**config.mk**
```make
export PLATFORM = sky130hd
export DESIGN_NAME = remote_slave_map_link_status
export DESIGN_NICKNAME = d
export VERILOG_FILES = /design/src/include/remote_map_pkg.sv /design/src/core/port_status_slot.sv /design/src/core/remote_slave_map_link_status.sv
export SDC_FILE = /design/constraint.sdc
export NUM_CORES = 1
export LEC_CHECK = 0
export BUFFER_PORTS_ARGS = -buffer_cell sky130_fd_sc_hd__buf_4
export CAP_MARGIN = 25
export CORE_MARGIN = 2
export CORE_UTILIZATION = 25
export CTS_CLUSTER_SIZE = 30
export DETAILED_ROUTE_END_ITERATION = 6
export SYNTH_ARGS = -nofsm -noshare
export SYNTH_HDL_FRONTEND = slang
export SYNTH_SLANG_ARGS = --single-unit
export TNS_END_PERCENT = 20
```
**constraint.sdc**
```tcl
create_clock -name CORE_CLK_I -period 2.4 [get_ports CORE_CLK_I]
set_input_delay 0.12 -clock CORE_CLK_I [delete_from_list [all_inputs] [get_ports CORE_CLK_I]]
set_output_delay 0.12 -clock CORE_CLK_I [all_outputs]
set_load 0.05 [all_outputs]
```
**src/include/remote_map_pkg.sv**
```systemverilog
// Purpose: Shared constants for the remote target map and link status bank.
// Assumes: Registers are 8 bits wide, at their printed byte offsets.
// Notes: Both serial ports share one register map, chosen by the port select.
package remote_map_pkg;

    localparam int unsigned NUM_PORTS = 2;
    localparam int unsigned ADDR_W = 8;
    localparam int unsigned DATA_W = 8;
    localparam int unsigned I2C_ADDR_W = 7;
    localparam int unsigned COUNT_W = 16;

    localparam logic [7:0] OFS_TARGET_ADDR = 8'h07;
    localparam logic [7:0] OFS_TARGET_ALIAS = 8'h08;
    localparam logic [7:0] OFS_CRC_COUNT_LO = 8'h0A;
    localparam logic [7:0] OFS_CRC_COUNT_HI = 8'h0B;
    localparam logic [7:0] OFS_LINK_STATUS = 8'h0C;

    // Address fields sit in bits 7:1; bit 0 is reserved and reads zero.
    localparam int unsigned ADDR_FIELD_LSB = 1;

    localparam int unsigned STAT_LINK_DETECT = 0;
    localparam int unsigned STAT_CRC_ERROR = 1;
    localparam int unsigned STAT_CLOCK_VALID = 2;
    localparam int unsigned STAT_SELFTEST_CRC = 3;
    localparam int unsigned STAT_LINK_LOST = 4;

    localparam logic [6:0] RST_TARGET_FIELD = 7'h00;
    localparam logic [6:0] RST_ALIAS_FIELD = 7'h00;
    localparam logic [15:0] RST_CRC_COUNT = 16'h0000;
    localparam logic [15:0] CRC_COUNT_MAX = 16'hFFFF;
    localparam logic [7:0] RST_READ_DATA = 8'h00;
    localparam logic [6:0] ADDR_DISABLED = 7'h00;

    // Sticky flag update: a set in the same cycle as a clear wins.
    function automatic logic sticky_next(input logic cur, input logic set, input logic clr);
        sticky_next = set | (cur & ~clr);
    endfunction : sticky_next

endpackage : remote_map_pkg

```
**src/core/port_status_slot.sv**
```systemverilog
// Purpose: Mapping, CRC error count and sticky status for one serial port.
// Assumes: All event inputs except link detect, which is a level, are single-cycle pulses on the core clock.
// Notes: The link lost event is taken from a falling edge of link detect.
module port_status_slot
    import remote_map_pkg::*;
(
    // Clock and reset
    input wire logic clk_i,
    input wire logic srst_i,
    // Register writes
    input wire logic wr_target_i,
    input wire logic wr_alias_i,
    input wire logic [6:0] wr_field_i,
    input wire logic crc_reset_i,
    // Link events
    input wire logic link_detect_i,
    input wire logic crc_error_i,
    input wire logic selftest_crc_error_i,
    input wire logic selftest_restart_i,
    // State
    output logic [6:0] target_field_o,
    output logic [6:0] alias_field_o,
    output logic [15:0] crc_count_o,
    output logic link_lost_o,
    output logic selftest_crc_o,
    output logic crc_error_o
);

    logic link_detect_q;
    logic link_loss;

    assign link_loss = link_detect_q & ~link_detect_i;

    always_ff @(posedge clk_i) begin
        if (srst_i) begin
            link_detect_q <= 1'b0;
        end else begin
            link_detect_q <= link_detect_i;
        end
    end

    always_ff @(posedge clk_i) begin
        if (srst_i) begin
            target_field_o <= RST_TARGET_FIELD;
            alias_field_o <= RST_ALIAS_FIELD;
        end else begin
            if (wr_target_i) begin
                target_field_o <= wr_field_i; // [RULE_01]
            end
            if (wr_alias_i) begin
                alias_field_o <= wr_field_i; // [RULE_03]
            end
        end
    end

    always_ff @(posedge clk_i) begin
        if (srst_i) begin
            crc_count_o <= RST_CRC_COUNT;
        end else if (crc_error_i) begin
            if (crc_reset_i) begin
                crc_count_o <= RST_CRC_COUNT + 16'h0001;
            end else if (crc_count_o != CRC_COUNT_MAX) begin
                crc_count_o <= crc_count_o + 16'h0001; // [RULE_13]
            end
        end else if (crc_reset_i) begin
            crc_count_o <= RST_CRC_COUNT; // [RULE_06]
        end
    end

    always_ff @(posedge clk_i) begin
        if (srst_i) begin
            link_lost_o <= 1'b0;
            selftest_crc_o <= 1'b0;
            crc_error_o <= 1'b0;
        end else begin
            link_lost_o <= sticky_next(link_lost_o, link_loss, crc_reset_i); // [RULE_08]
            selftest_crc_o <= sticky_next(selftest_crc_o, selftest_crc_error_i,
                link_loss | selftest_restart_i | crc_reset_i); // [RULE_09]
            crc_error_o <= sticky_next(crc_error_o, crc_error_i,
                link_loss | crc_reset_i); // [RULE_11]
        end
    end

endmodule : port_status_slot

```
**src/core/remote_slave_map_link_status.sv**
```systemverilog
// Purpose: Per-port remote target map, CRC error counter and link status bank.
// Assumes: Register port and event inputs are synchronous to CORE_CLK_I.
// Notes: Read data appears one cycle after the read strobe.
// Functional notes
// [RULE_01] Hold remote target address in bits 7:1.
// [RULE_02] Replace alias address with stored target address.
// [RULE_03] Hold alias address in bits 7:1.
// [RULE_04] Zero target or alias blocks remote access.
// [RULE_05] Sixteen-bit read-only CRC error counter, two bytes.
// [RULE_06] CRC error reset clears the whole counter.
// [RULE_07] Port select picks which port registers address.
// [RULE_08] Sticky link lost flag, cleared by reset.
// [RULE_09] Self-test CRC flag, cleared by loss/restart/reset.
// [RULE_10] Status bit 2 shows input clock valid.
// [RULE_11] CRC error flag, cleared by loss or reset.
// [RULE_12] Status bit 0 shows live link detect.
// [RULE_13] Counter increments per error and saturates.
module remote_slave_map_link_status
    import remote_map_pkg::*;
(
    // Clock and reset
    input wire logic CORE_CLK_I,
    input wire logic SRST_I,
    // Register access port
    input wire logic REG_WR_I,
    input wire logic REG_RD_I,
    input wire logic [7:0] REG_ADDR_I,
    input wire logic [7:0] REG_WDATA_I,
    output logic [7:0] REG_RDATA_O,
    output logic REG_RVALID_O,
    // Control bits
    input wire logic SECOND_PORT_SELECT_I,
    input wire logic CRC_ERROR_RESET_I,
    // Per-port link events, index 0 and 1 are the two serial ports
    input wire logic [1:0] LINK_DETECT_I,
    input wire logic [1:0] CRC_ERROR_I,
    input wire logic [1:0] SELFTEST_CRC_ERROR_I,
    input wire logic [1:0] SELFTEST_RESTART_I,
    input wire logic INPUT_CLOCK_VALID_I,
    // Local I2C address request
    input wire logic REQ_VALID_I,
    input wire logic REQ_PORT_I,
    input wire logic [6:0] REQ_ADDR_I,
    // Forwarded request toward the control channel
    output logic FWD_VALID_O,
    output logic FWD_BLOCKED_O,
    output logic FWD_REMAPPED_O,
    output logic [6:0] FWD_ADDR_O
);

    logic [6:0] target_field [NUM_PORTS];
    logic [6:0] alias_field [NUM_PORTS];
    logic [15:0] crc_count [NUM_PORTS];
    logic [NUM_PORTS-1:0] link_lost;
    logic [NUM_PORTS-1:0] selftest_crc;
    logic [NUM_PORTS-1:0] crc_error;
    logic [NUM_PORTS-1:0] wr_target;
    logic [NUM_PORTS-1:0] wr_alias;
    logic sel;
    logic [7:0] status_byte;
    logic [7:0] read_byte;
    logic [6:0] req_target;
    logic [6:0] req_alias;
    logic req_hit;
    logic req_blocked;

    assign sel = SECOND_PORT_SELECT_I; // [RULE_07]

    always_comb begin
        for (int p = 0; p < NUM_PORTS; p++) begin
            wr_target[p] = REG_WR_I && (REG_ADDR_I == OFS_TARGET_ADDR) && (sel == p[0]);
            wr_alias[p] = REG_WR_I && (REG_ADDR_I == OFS_TARGET_ALIAS) && (sel == p[0]);
        end
    end

    for (genvar g = 0; g < NUM_PORTS; g++) begin : g_port
        port_status_slot u_slot (
            .clk_i(CORE_CLK_I),
            .srst_i(SRST_I),
            .wr_target_i(wr_target[g]),
            .wr_alias_i(wr_alias[g]),
            .wr_field_i(REG_WDATA_I[7:ADDR_FIELD_LSB]),
            .crc_reset_i(CRC_ERROR_RESET_I),
            .link_detect_i(LINK_DETECT_I[g]),
            .crc_error_i(CRC_ERROR_I[g]),
            .selftest_crc_error_i(SELFTEST_CRC_ERROR_I[g]),
            .selftest_restart_i(SELFTEST_RESTART_I[g]),
            .target_field_o(target_field[g]),
            .alias_field_o(alias_field[g]),
            .crc_count_o(crc_count[g]),
            .link_lost_o(link_lost[g]),
            .selftest_crc_o(selftest_crc[g]),
            .crc_error_o(crc_error[g])
        );
    end

    always_comb begin
        status_byte = 8'h00;
        status_byte[STAT_LINK_LOST] = link_lost[sel]; // [RULE_08]
        status_byte[STAT_SELFTEST_CRC] = selftest_crc[sel]; // [RULE_09]
        status_byte[STAT_CLOCK_VALID] = INPUT_CLOCK_VALID_I; // [RULE_10]
        status_byte[STAT_CRC_ERROR] = crc_error[sel]; // [RULE_11]
        status_byte[STAT_LINK_DETECT] = LINK_DETECT_I[sel]; // [RULE_12]
    end

    // Unmapped offsets and reserved bits read as zero.
    always_comb begin
        unique case (REG_ADDR_I)
            OFS_TARGET_ADDR: read_byte = {target_field[sel], 1'b0};
            OFS_TARGET_ALIAS: read_byte = {alias_field[sel], 1'b0};
            OFS_CRC_COUNT_LO: read_byte = crc_count[sel][7:0]; // [RULE_05]
            OFS_CRC_COUNT_HI: read_byte = crc_count[sel][15:8]; // [RULE_05]
            OFS_LINK_STATUS: read_byte = status_byte;
            default: read_byte = 8'h00;
        endcase
    end

    always_ff @(posedge CORE_CLK_I) begin
        if (SRST_I) begin
            REG_RDATA_O <= RST_READ_DATA;
            REG_RVALID_O <= 1'b0;
        end else begin
            REG_RVALID_O <= REG_RD_I;
            if (REG_RD_I) begin
                REG_RDATA_O <= read_byte;
            end
        end
    end

    assign req_target = target_field[REQ_PORT_I];
    assign req_alias = alias_field[REQ_PORT_I];
    assign req_hit = (REQ_ADDR_I == req_alias);
    assign req_blocked = req_hit &&
        ((req_target == ADDR_DISABLED) || (req_alias == ADDR_DISABLED)); // [RULE_04]

    // A request that matches no alias passes through with its own address.
    always_ff @(posedge CORE_CLK_I) begin
        if (SRST_I) begin
            FWD_VALID_O <= 1'b0;
            FWD_BLOCKED_O <= 1'b0;
            FWD_REMAPPED_O <= 1'b0;
            FWD_ADDR_O <= ADDR_DISABLED;
        end else begin
            FWD_VALID_O <= REQ_VALID_I && !req_blocked;
            FWD_BLOCKED_O <= REQ_VALID_I && req_blocked; // [RULE_04]
            FWD_REMAPPED_O <= REQ_VALID_I && req_hit && !req_blocked;
            if (REQ_VALID_I) begin
                FWD_ADDR_O <= (req_hit && !req_blocked) ? req_target : REQ_ADDR_I; // [RULE_02]
            end
        end
    end

endmodule : remote_slave_map_link_status

```
Word level (Yosys, flattened, before mapping)
Cells that the tools add are included.
{"block": "totals", "regBits": 87, "in_bits": 40, "out_inout_bits": 19, "elab_cells": 117}
{"block": "classes", "add_sub_neg": 2, "magnitude_cmp": 3, "eq_ne": 8, "muxes": 32, "bitwise_logic": 30, "reduce_logical": 22}
{"operator": "$mux 16", "n": 10}
{"operator": "$mux 7", "n": 13}
{"operator": "$pmux 8 s5", "n": 1}
{"operator": "$add 16x1->16 const B", "n": 2}
{"operator": "$eq 8x4->1 const B", "n": 4}
{"operator": "$ne 16x16->1 const B", "n": 2}
{"operator": "$logic_not 7->1", "n": 2}
{"operator": "$logic_and 1x1->1", "n": 12}
{"operator": "$or 1x1->1", "n": 12}
{"operator": "$and 1x1->1", "n": 8}
{"operator": "$eq 8x3->1 const B", "n": 1}
{"operator": "$mux 1", "n": 8}
{"operator": "$not 1->1", "n": 8}
{"operator": "$reduce_bool 2->1", "n": 4}
{"operator": "$eq 7x7->1", "n": 1}
{"operator": "$ge 2x2->1 const B", "n": 2}
{"operator": "$not 1->2", "n": 2}
{"operator": "$reduce_and 2->1", "n": 2}
{"operator": "$lt 1x2->1 const B", "n": 1}
{"operator": "$logic_not 1->1", "n": 1}
{"operator": "$logic_or 1x1->1", "n": 1}

Longest topological paths before layout
{"block": "logic_depth", "ltp_word": 10, "mapped_depth": 8, "mapped_depth_nobuf": 6}

By module
A second synthesis with hierarchy kept.
{"block": "unflattened", "hier_cells": 528, "area_unflattened_um2": 4712.0}
{"mod": "port_status_slot", "n_inst": 2, "cells_each": 167, "area_each_um2": 1496.4}
{"mod": "remote_slave_map_link_status", "n_inst": 1, "cells_each": 194, "area_each_um2": 1719.1}

Worst setup path after synthesis
Ideal clock, no wire load.
{"block": "synth_timing", "path_kind": "input to register", "startpoint": "input REQ_PORT_I", "endpoint": "register FWD_ADDR_O[2]", "arrival_ps": 1753, "required_ps": 2305, "setup_slack_ps": 551, "path_stages": 7, "path_buffers": 2, "cell_sequence": "buf_6 -> mux2i_1 -> xor2_1 -> nand4_2 -> or4_1 -> buf_2 -> o311ai_1"}
{"block": "synth_via", "elab_chain_len": 10, "word_cells_on_any_way": 15, "classes_between": "1 x eq/ne; 7 x mux; 1 x bitwise; 6 x reduce/logical"}
{"item": "start: declaration", "line_no": "remote_slave_map_link_status.sv:42", "source": "input wire logic REQ_PORT_I,"}
{"item": "$not 1->2 (implied by the code) (*)", "line_no": "remote_slave_map_link_status.sv:130, remote_slave_map_link_status.sv:131"}
{"item": "$mux 7 (on tied branches) (3 in series)", "line_no": "remote_slave_map_link_status.sv:130, remote_slave_map_link_status.sv:131"}
{"item": "$logic_not 7->1", "line_no": "remote_slave_map_link_status.sv:134", "source": "((req_target == ADDR_DISABLED) || (req_alias == ADDR_DISABLED));"}
{"item": "$logic_or 1x1->1", "line_no": "remote_slave_map_link_status.sv:134"}
{"item": "$logic_and 1x1->1", "line_no": "remote_slave_map_link_status.sv:133", "source": "assign req_blocked = req_hit &&"}
{"item": "$logic_not 1->1", "line_no": "remote_slave_map_link_status.sv:148", "source": "FWD_ADDR_O <= (req_hit && !req_blocked) ? req_target : REQ_ADDR_I;"}
{"item": "$logic_and 1x1->1", "line_no": "remote_slave_map_link_status.sv:148"}
{"item": "$mux 7 (*)", "line_no": "remote_slave_map_link_status.sv:148"}
{"item": "end signal: assignment", "line_no": "remote_slave_map_link_status.sv:148"}
{"item": "end: declaration", "line_no": "remote_slave_map_link_status.sv:48", "source": "output logic [6:0] FWD_ADDR_O"}
Every way passes the cells marked *; elsewhere a longest branch is shown, timed or not. The select of a mux whose other input is x is not followed.
A chain may end at the register's enable or synchronous reset.

Worst setup path after layout
{"block": "layout_timing", "startpoint": "register g_port[0].u_slot.target_field_o[5]", "endpoint": "register FWD_ADDR_O[2]"}
{"block": "layout_via", "elab_chain_len": 9}
{"item": "start: declaration", "line_no": "port_status_slot.sv:21", "source": "output logic [6:0] target_field_o,"}
{"item": "start signal: assignment", "line_no": "port_status_slot.sv:48", "source": "target_field_o <= wr_field_i;"}
{"item": "$mux 7 (implied by the code) (3 in series)", "line_no": "remote_slave_map_link_status.sv:130", "source": "assign req_target = target_field[REQ_PORT_I];"}
{"item": "$logic_not 7->1", "line_no": "remote_slave_map_link_status.sv:134"}
{"item": "$logic_or 1x1->1", "line_no": "remote_slave_map_link_status.sv:134"}
{"item": "$logic_and 1x1->1", "line_no": "remote_slave_map_link_status.sv:133"}
{"item": "$logic_not 1->1", "line_no": "remote_slave_map_link_status.sv:148"}
{"item": "$logic_and 1x1->1", "line_no": "remote_slave_map_link_status.sv:148"}
{"item": "$mux 7", "line_no": "remote_slave_map_link_status.sv:148"}
Every way passes these cells. The select of a mux whose other input is x is not followed.

==> results.yml <==
status:
  outcome: "finished, final reports clean"
hold_path:
  min_path_cells: 3
  min_to: "g_port[0].u_slot.link_detect_q$_SDFF_PP0_"
  worstHoldStart: "LINK_DETECT_I[0]"
  hold_class: "in -> reg"
global_routing:
  overflow: 0
  track_usage_pct: 13.1
  grt_pass1_wl_mm: 20.5
  antenna_found_initial: 0
  grt_pass1_vias: 3813
  grt_max_degree: 36
drt:
  dr.pass1.iters: 5
  drt_wl_total_mm: 12.8
  first_iter_violations: 321
  vias: 4107
  wl_per_cell_um: 15.7
  drtAntennaViolNets: 0
  vias_per_cell: 5.05
  drc: 0
layout:
  fin_cells: 814
  area_growth_pct: 22.5
  antennaDiodeCount: 0
  fin_nets: 622
  drive_above_1_share_pct: 18.6
logic_synthesis:
  yosys_warnings: 0
  ys.flop_type: "dfxtp_1"
  netlist_area_mm2: 0.00458
  avgSynthCellArea_um2: 8.65
  syn_inst: 529
  synth_edf_count: 0
  synth_area_leaders: "dfxtp_1 38%, mux2i_1 10%, nor2_1 5.2%"
  yosys.area.top_type: "dfxtp_1"
  syn_nets: 571
  ys_async_sr_fraction_pct: 0
  ys_ff_latch: 87
  netlist-cell-type-count: 59
  ys_seq_area_share_pct: 38.1
  synth_top_cell_area_share_pct: 38.1
sta:
  fin_setup_tns_ns: 0
  slew_headroom_pct: 61.1
  final.setup.worst_slack_ns: 0.392
  drv_slew: 0
  min_period_ns: 2.01
  tightest_slew_ns: 0.583
  grt_setup_unrepaired: "no"
  timing.final.crit_share_pct: 83.6
  finalSetupViolCount: 0
  skew_ns: 0.00735
  fmax_ghz: 0.498
  hold_violations: 0
power:
  internal-power_w: 0.00265
  p_total_w: 0.00347
  p_seq_share_pct: 42.7
  clockPowerShare_pct: 47.8
  leakage_nw: 2.06
  p_per_area_mw_per_mm2: 619
  swShare_pct: 23.7
  power_switching_w: 0.000822
  pwr-share-comb_pct: 9.4
  vdd_drop_max_v: 0.000444
clock_tree:
  cts_tree: "built"
  cts_root_buf: "clkbuf_16"
  cts_buffer_depth: 2
  cts.clk_slew.worst_paths_ns: 0.07
  htreeDepth: 3
  clk_latency_ns: 0.34
  cts_made_buffers: 9
  cts.sinks: 87
run:
  drv_cap: 0
worst_setup_path:
  timing.rr.end: "FWD_ADDR_O[2]$_SDFFE_PP0P_"
  cp_max_fo: 9
  cpPeakStageDelay_ns: 0.71
  crit_chain: "mux2i_1 > nand4_1 > nor3_2 > buf_4 > or4_1 > o311ai_1"
  crit_type: "reg -> reg"
  crit_required_ns: 2.65
  r2r_cells: 6
  cp.arrival_ns: 2.26
  r2r_setup_slack_ns: 0.39
  crit_path_end_kind: "flop"
  critPathLaunchType: "flop"
  cp_slowest_cell: "or4_1"
  r2r_start: "g_port[0].u_slot.target_field_o[5]$_SDFFE_PP0P_"
placement:
  gp_congestion: 0.793
  dp_hpwl_mm: 9.31
  pre_cts_ws_ns: 0.353
  dp_cells: 796
  io_buffers: 57
floorplanning:
  die_w_um: 139
  die_y_um: 139
  io_pins: 59
  die-area_mm2: 0.0194
  initial_utilization_pct: 25.5
  std_cell_rows: 49
  coreArea_mm2: 0.0180
## area by class of cell
type | count | area [um^2]
inverter | 18 | 67.6
timing repair buffer | 70 | 531
multi-input combinational | 394 | 2630
fill | 1914 | 12400
clock buffer | 10 | 239
tap | 229 | 287
sequential | 87 | 1740
clock inverter | 6 | 115
## metal layers
metal  share of wire (%)  global-route usage (%)
met1                  49                    18.4
met4                0.66                    2.60
met5                   0                       0
met2                  46                    20.8
met3                 4.4                    2.79
## cells in the final DEF, fill, tap and decap left out, types with 2 or more instances in the layout
cell / instances
and2_1: 2
o221ai_1: 9
nand2b_1: 5
inv_6: 2
nand4_1: 11
ha_1: 2
nor3_1: 11
dfxtp_1: 87
mux2_2: 4
or3b_2: 6
clkbuf_16: 9
o211ai_1: 9
o21bai_1: 2
or3_1: 10
and3_1: 11
buf_4: 68
o22ai_1: 4
xnor2_1: 8
o311ai_1: 5
o21ai_0: 23
a31oi_1: 2
nand2_1: 39
o41ai_1: 7
inv_1: 18
xor2_1: 18
or2_2: 3
dlygate4sd3_1: 2
o21a_1: 2
mux2i_1: 46
mux4_2: 5
a41oi_1: 2
a21bo_2: 2
bufinv_16: 3
nor2b_1: 3
a21oi_1: 36
nand3_1: 10
nor2_1: 64
and4_1: 3
nor4_1: 10
## logic make-up (layout without fill, tap and decap cells)
kind of cell / Yosys count / count (layout) / synth area share (%)
buf+inv: 48 / 104 / 4.57
flops: 87 / 87 / 38.1
simple gates: 199 / 199 / 22.2
xor+xnor: 26 / 26 / 4.98
compound gates: 112 / 112 / 16.2
mux: 55 / 55 / 13.5
fa+ha+maj: 2 / 2 / 0.547
## stage by stage
step / utilization (%) / hold slack, ns / instance area [um^2]
finish: 31.2 / 0.0351 / 5610
global route: 31.2 / 0.0519 / 5610
CTS: 31.2 / 0.0305 / 5610
detailed placement: 29.1 / 0.338 / 5230
global placement: 29.1 / 0.330 / 5230
floorplan: - / 0.238 / 4580
## synth_stat cells (all sizes together), types with 5 or more instances
| library cell | n |
|---|---|
| dfxtp | 87 |
| nor2 | 64 |
| mux2i | 46 |
| nand2 | 39 |
| a21oi | 36 |
| o21ai | 23 |
| clkbuf | 19 |
| inv | 18 |
| xor2 | 18 |
| nand4 | 12 |
| nor3 | 12 |
| and3 | 11 |
| buf | 11 |
| nand3 | 11 |
| nor4 | 11 |
| or3 | 10 |
| o211ai | 9 |
| o221ai | 9 |
| xnor2 | 8 |
| o41ai | 7 |
| o311ai | 6 |
| or3b | 6 |
| mux4 | 5 |
| nand2b | 5 |
## registers in the layout, summed over array words and instances (netlist names)
name,flops
g_port.u_slot.crc_count_o,32
g_port.u_slot.alias_field_o,14
g_port.u_slot.target_field_o,14
REG_RDATA_O,8
FWD_ADDR_O,7
g_port.u_slot.crc_error_o,2
g_port.u_slot.link_detect_q,2
g_port.u_slot.link_lost_o,2
g_port.u_slot.selftest_crc_o,2
FWD_BLOCKED_O,1
FWD_REMAPPED_O,1
FWD_VALID_O,1
REG_RVALID_O,1
## worst max-delay path by stage
stage | from | end | slack, ns | cells past startpoint
after floorplan | REQ_PORT_I | FWD_ADDR_O[2]$_SDFFE_PP0P_ | 0.55 | 7
after global placement | REQ_PORT_I | FWD_ADDR_O[0]$_SDFFE_PP0P_ | 0.38 | 6
after detailed placement | REQ_PORT_I | FWD_ADDR_O[2]$_SDFFE_PP0P_ | 0.35 | 6
after CTS | g_port[0].u_slot.target_field_o[5]$_SDFFE_PP0P_ | FWD_ADDR_O[2]$_SDFFE_PP0P_ | 0.42 | 6
after global routing | g_port[1].u_slot.alias_field_o[5]$_SDFFE_PP0P_ | FWD_ADDR_O[2]$_SDFFE_PP0P_ | 0.25 | 5
final | g_port[0].u_slot.target_field_o[5]$_SDFFE_PP0P_ | FWD_ADDR_O[2]$_SDFFE_PP0P_ | 0.39 | 6
## power groups by stage
| stage | sequential [W] | clock (W) | combinational (W) |
|---|---|---|---|
| CTS | 0.00148 | 0.00169 | 0.000329 |
| global placement | 0.00152 | 0 | 0.000326 |
| floorplan | 0.00156 | 0 | 0.000151 |
| detailed placement | 0.00152 | 0 | 0.000326 |
| finish | 0.00148 | 0.00166 | 0.000327 |
| global route | 0.00149 | 0.00174 | 0.000353 |
## what timing repair did
action                    4_1_cts  5_1_grt
buffers inserted                0        0
hold buffers                    2        0
hold endpoints to repair        2        0
gates resized for setup         0        0
## critical path, delay by kind of cell (launching register included)
family          cells  cell delay, ns
compound gates      1            0.33
buf+inv             1            0.16
flops               1            0.38
mux                 1            0.14
simple gates        3            0.91
(Power assumes the default switching activity.)
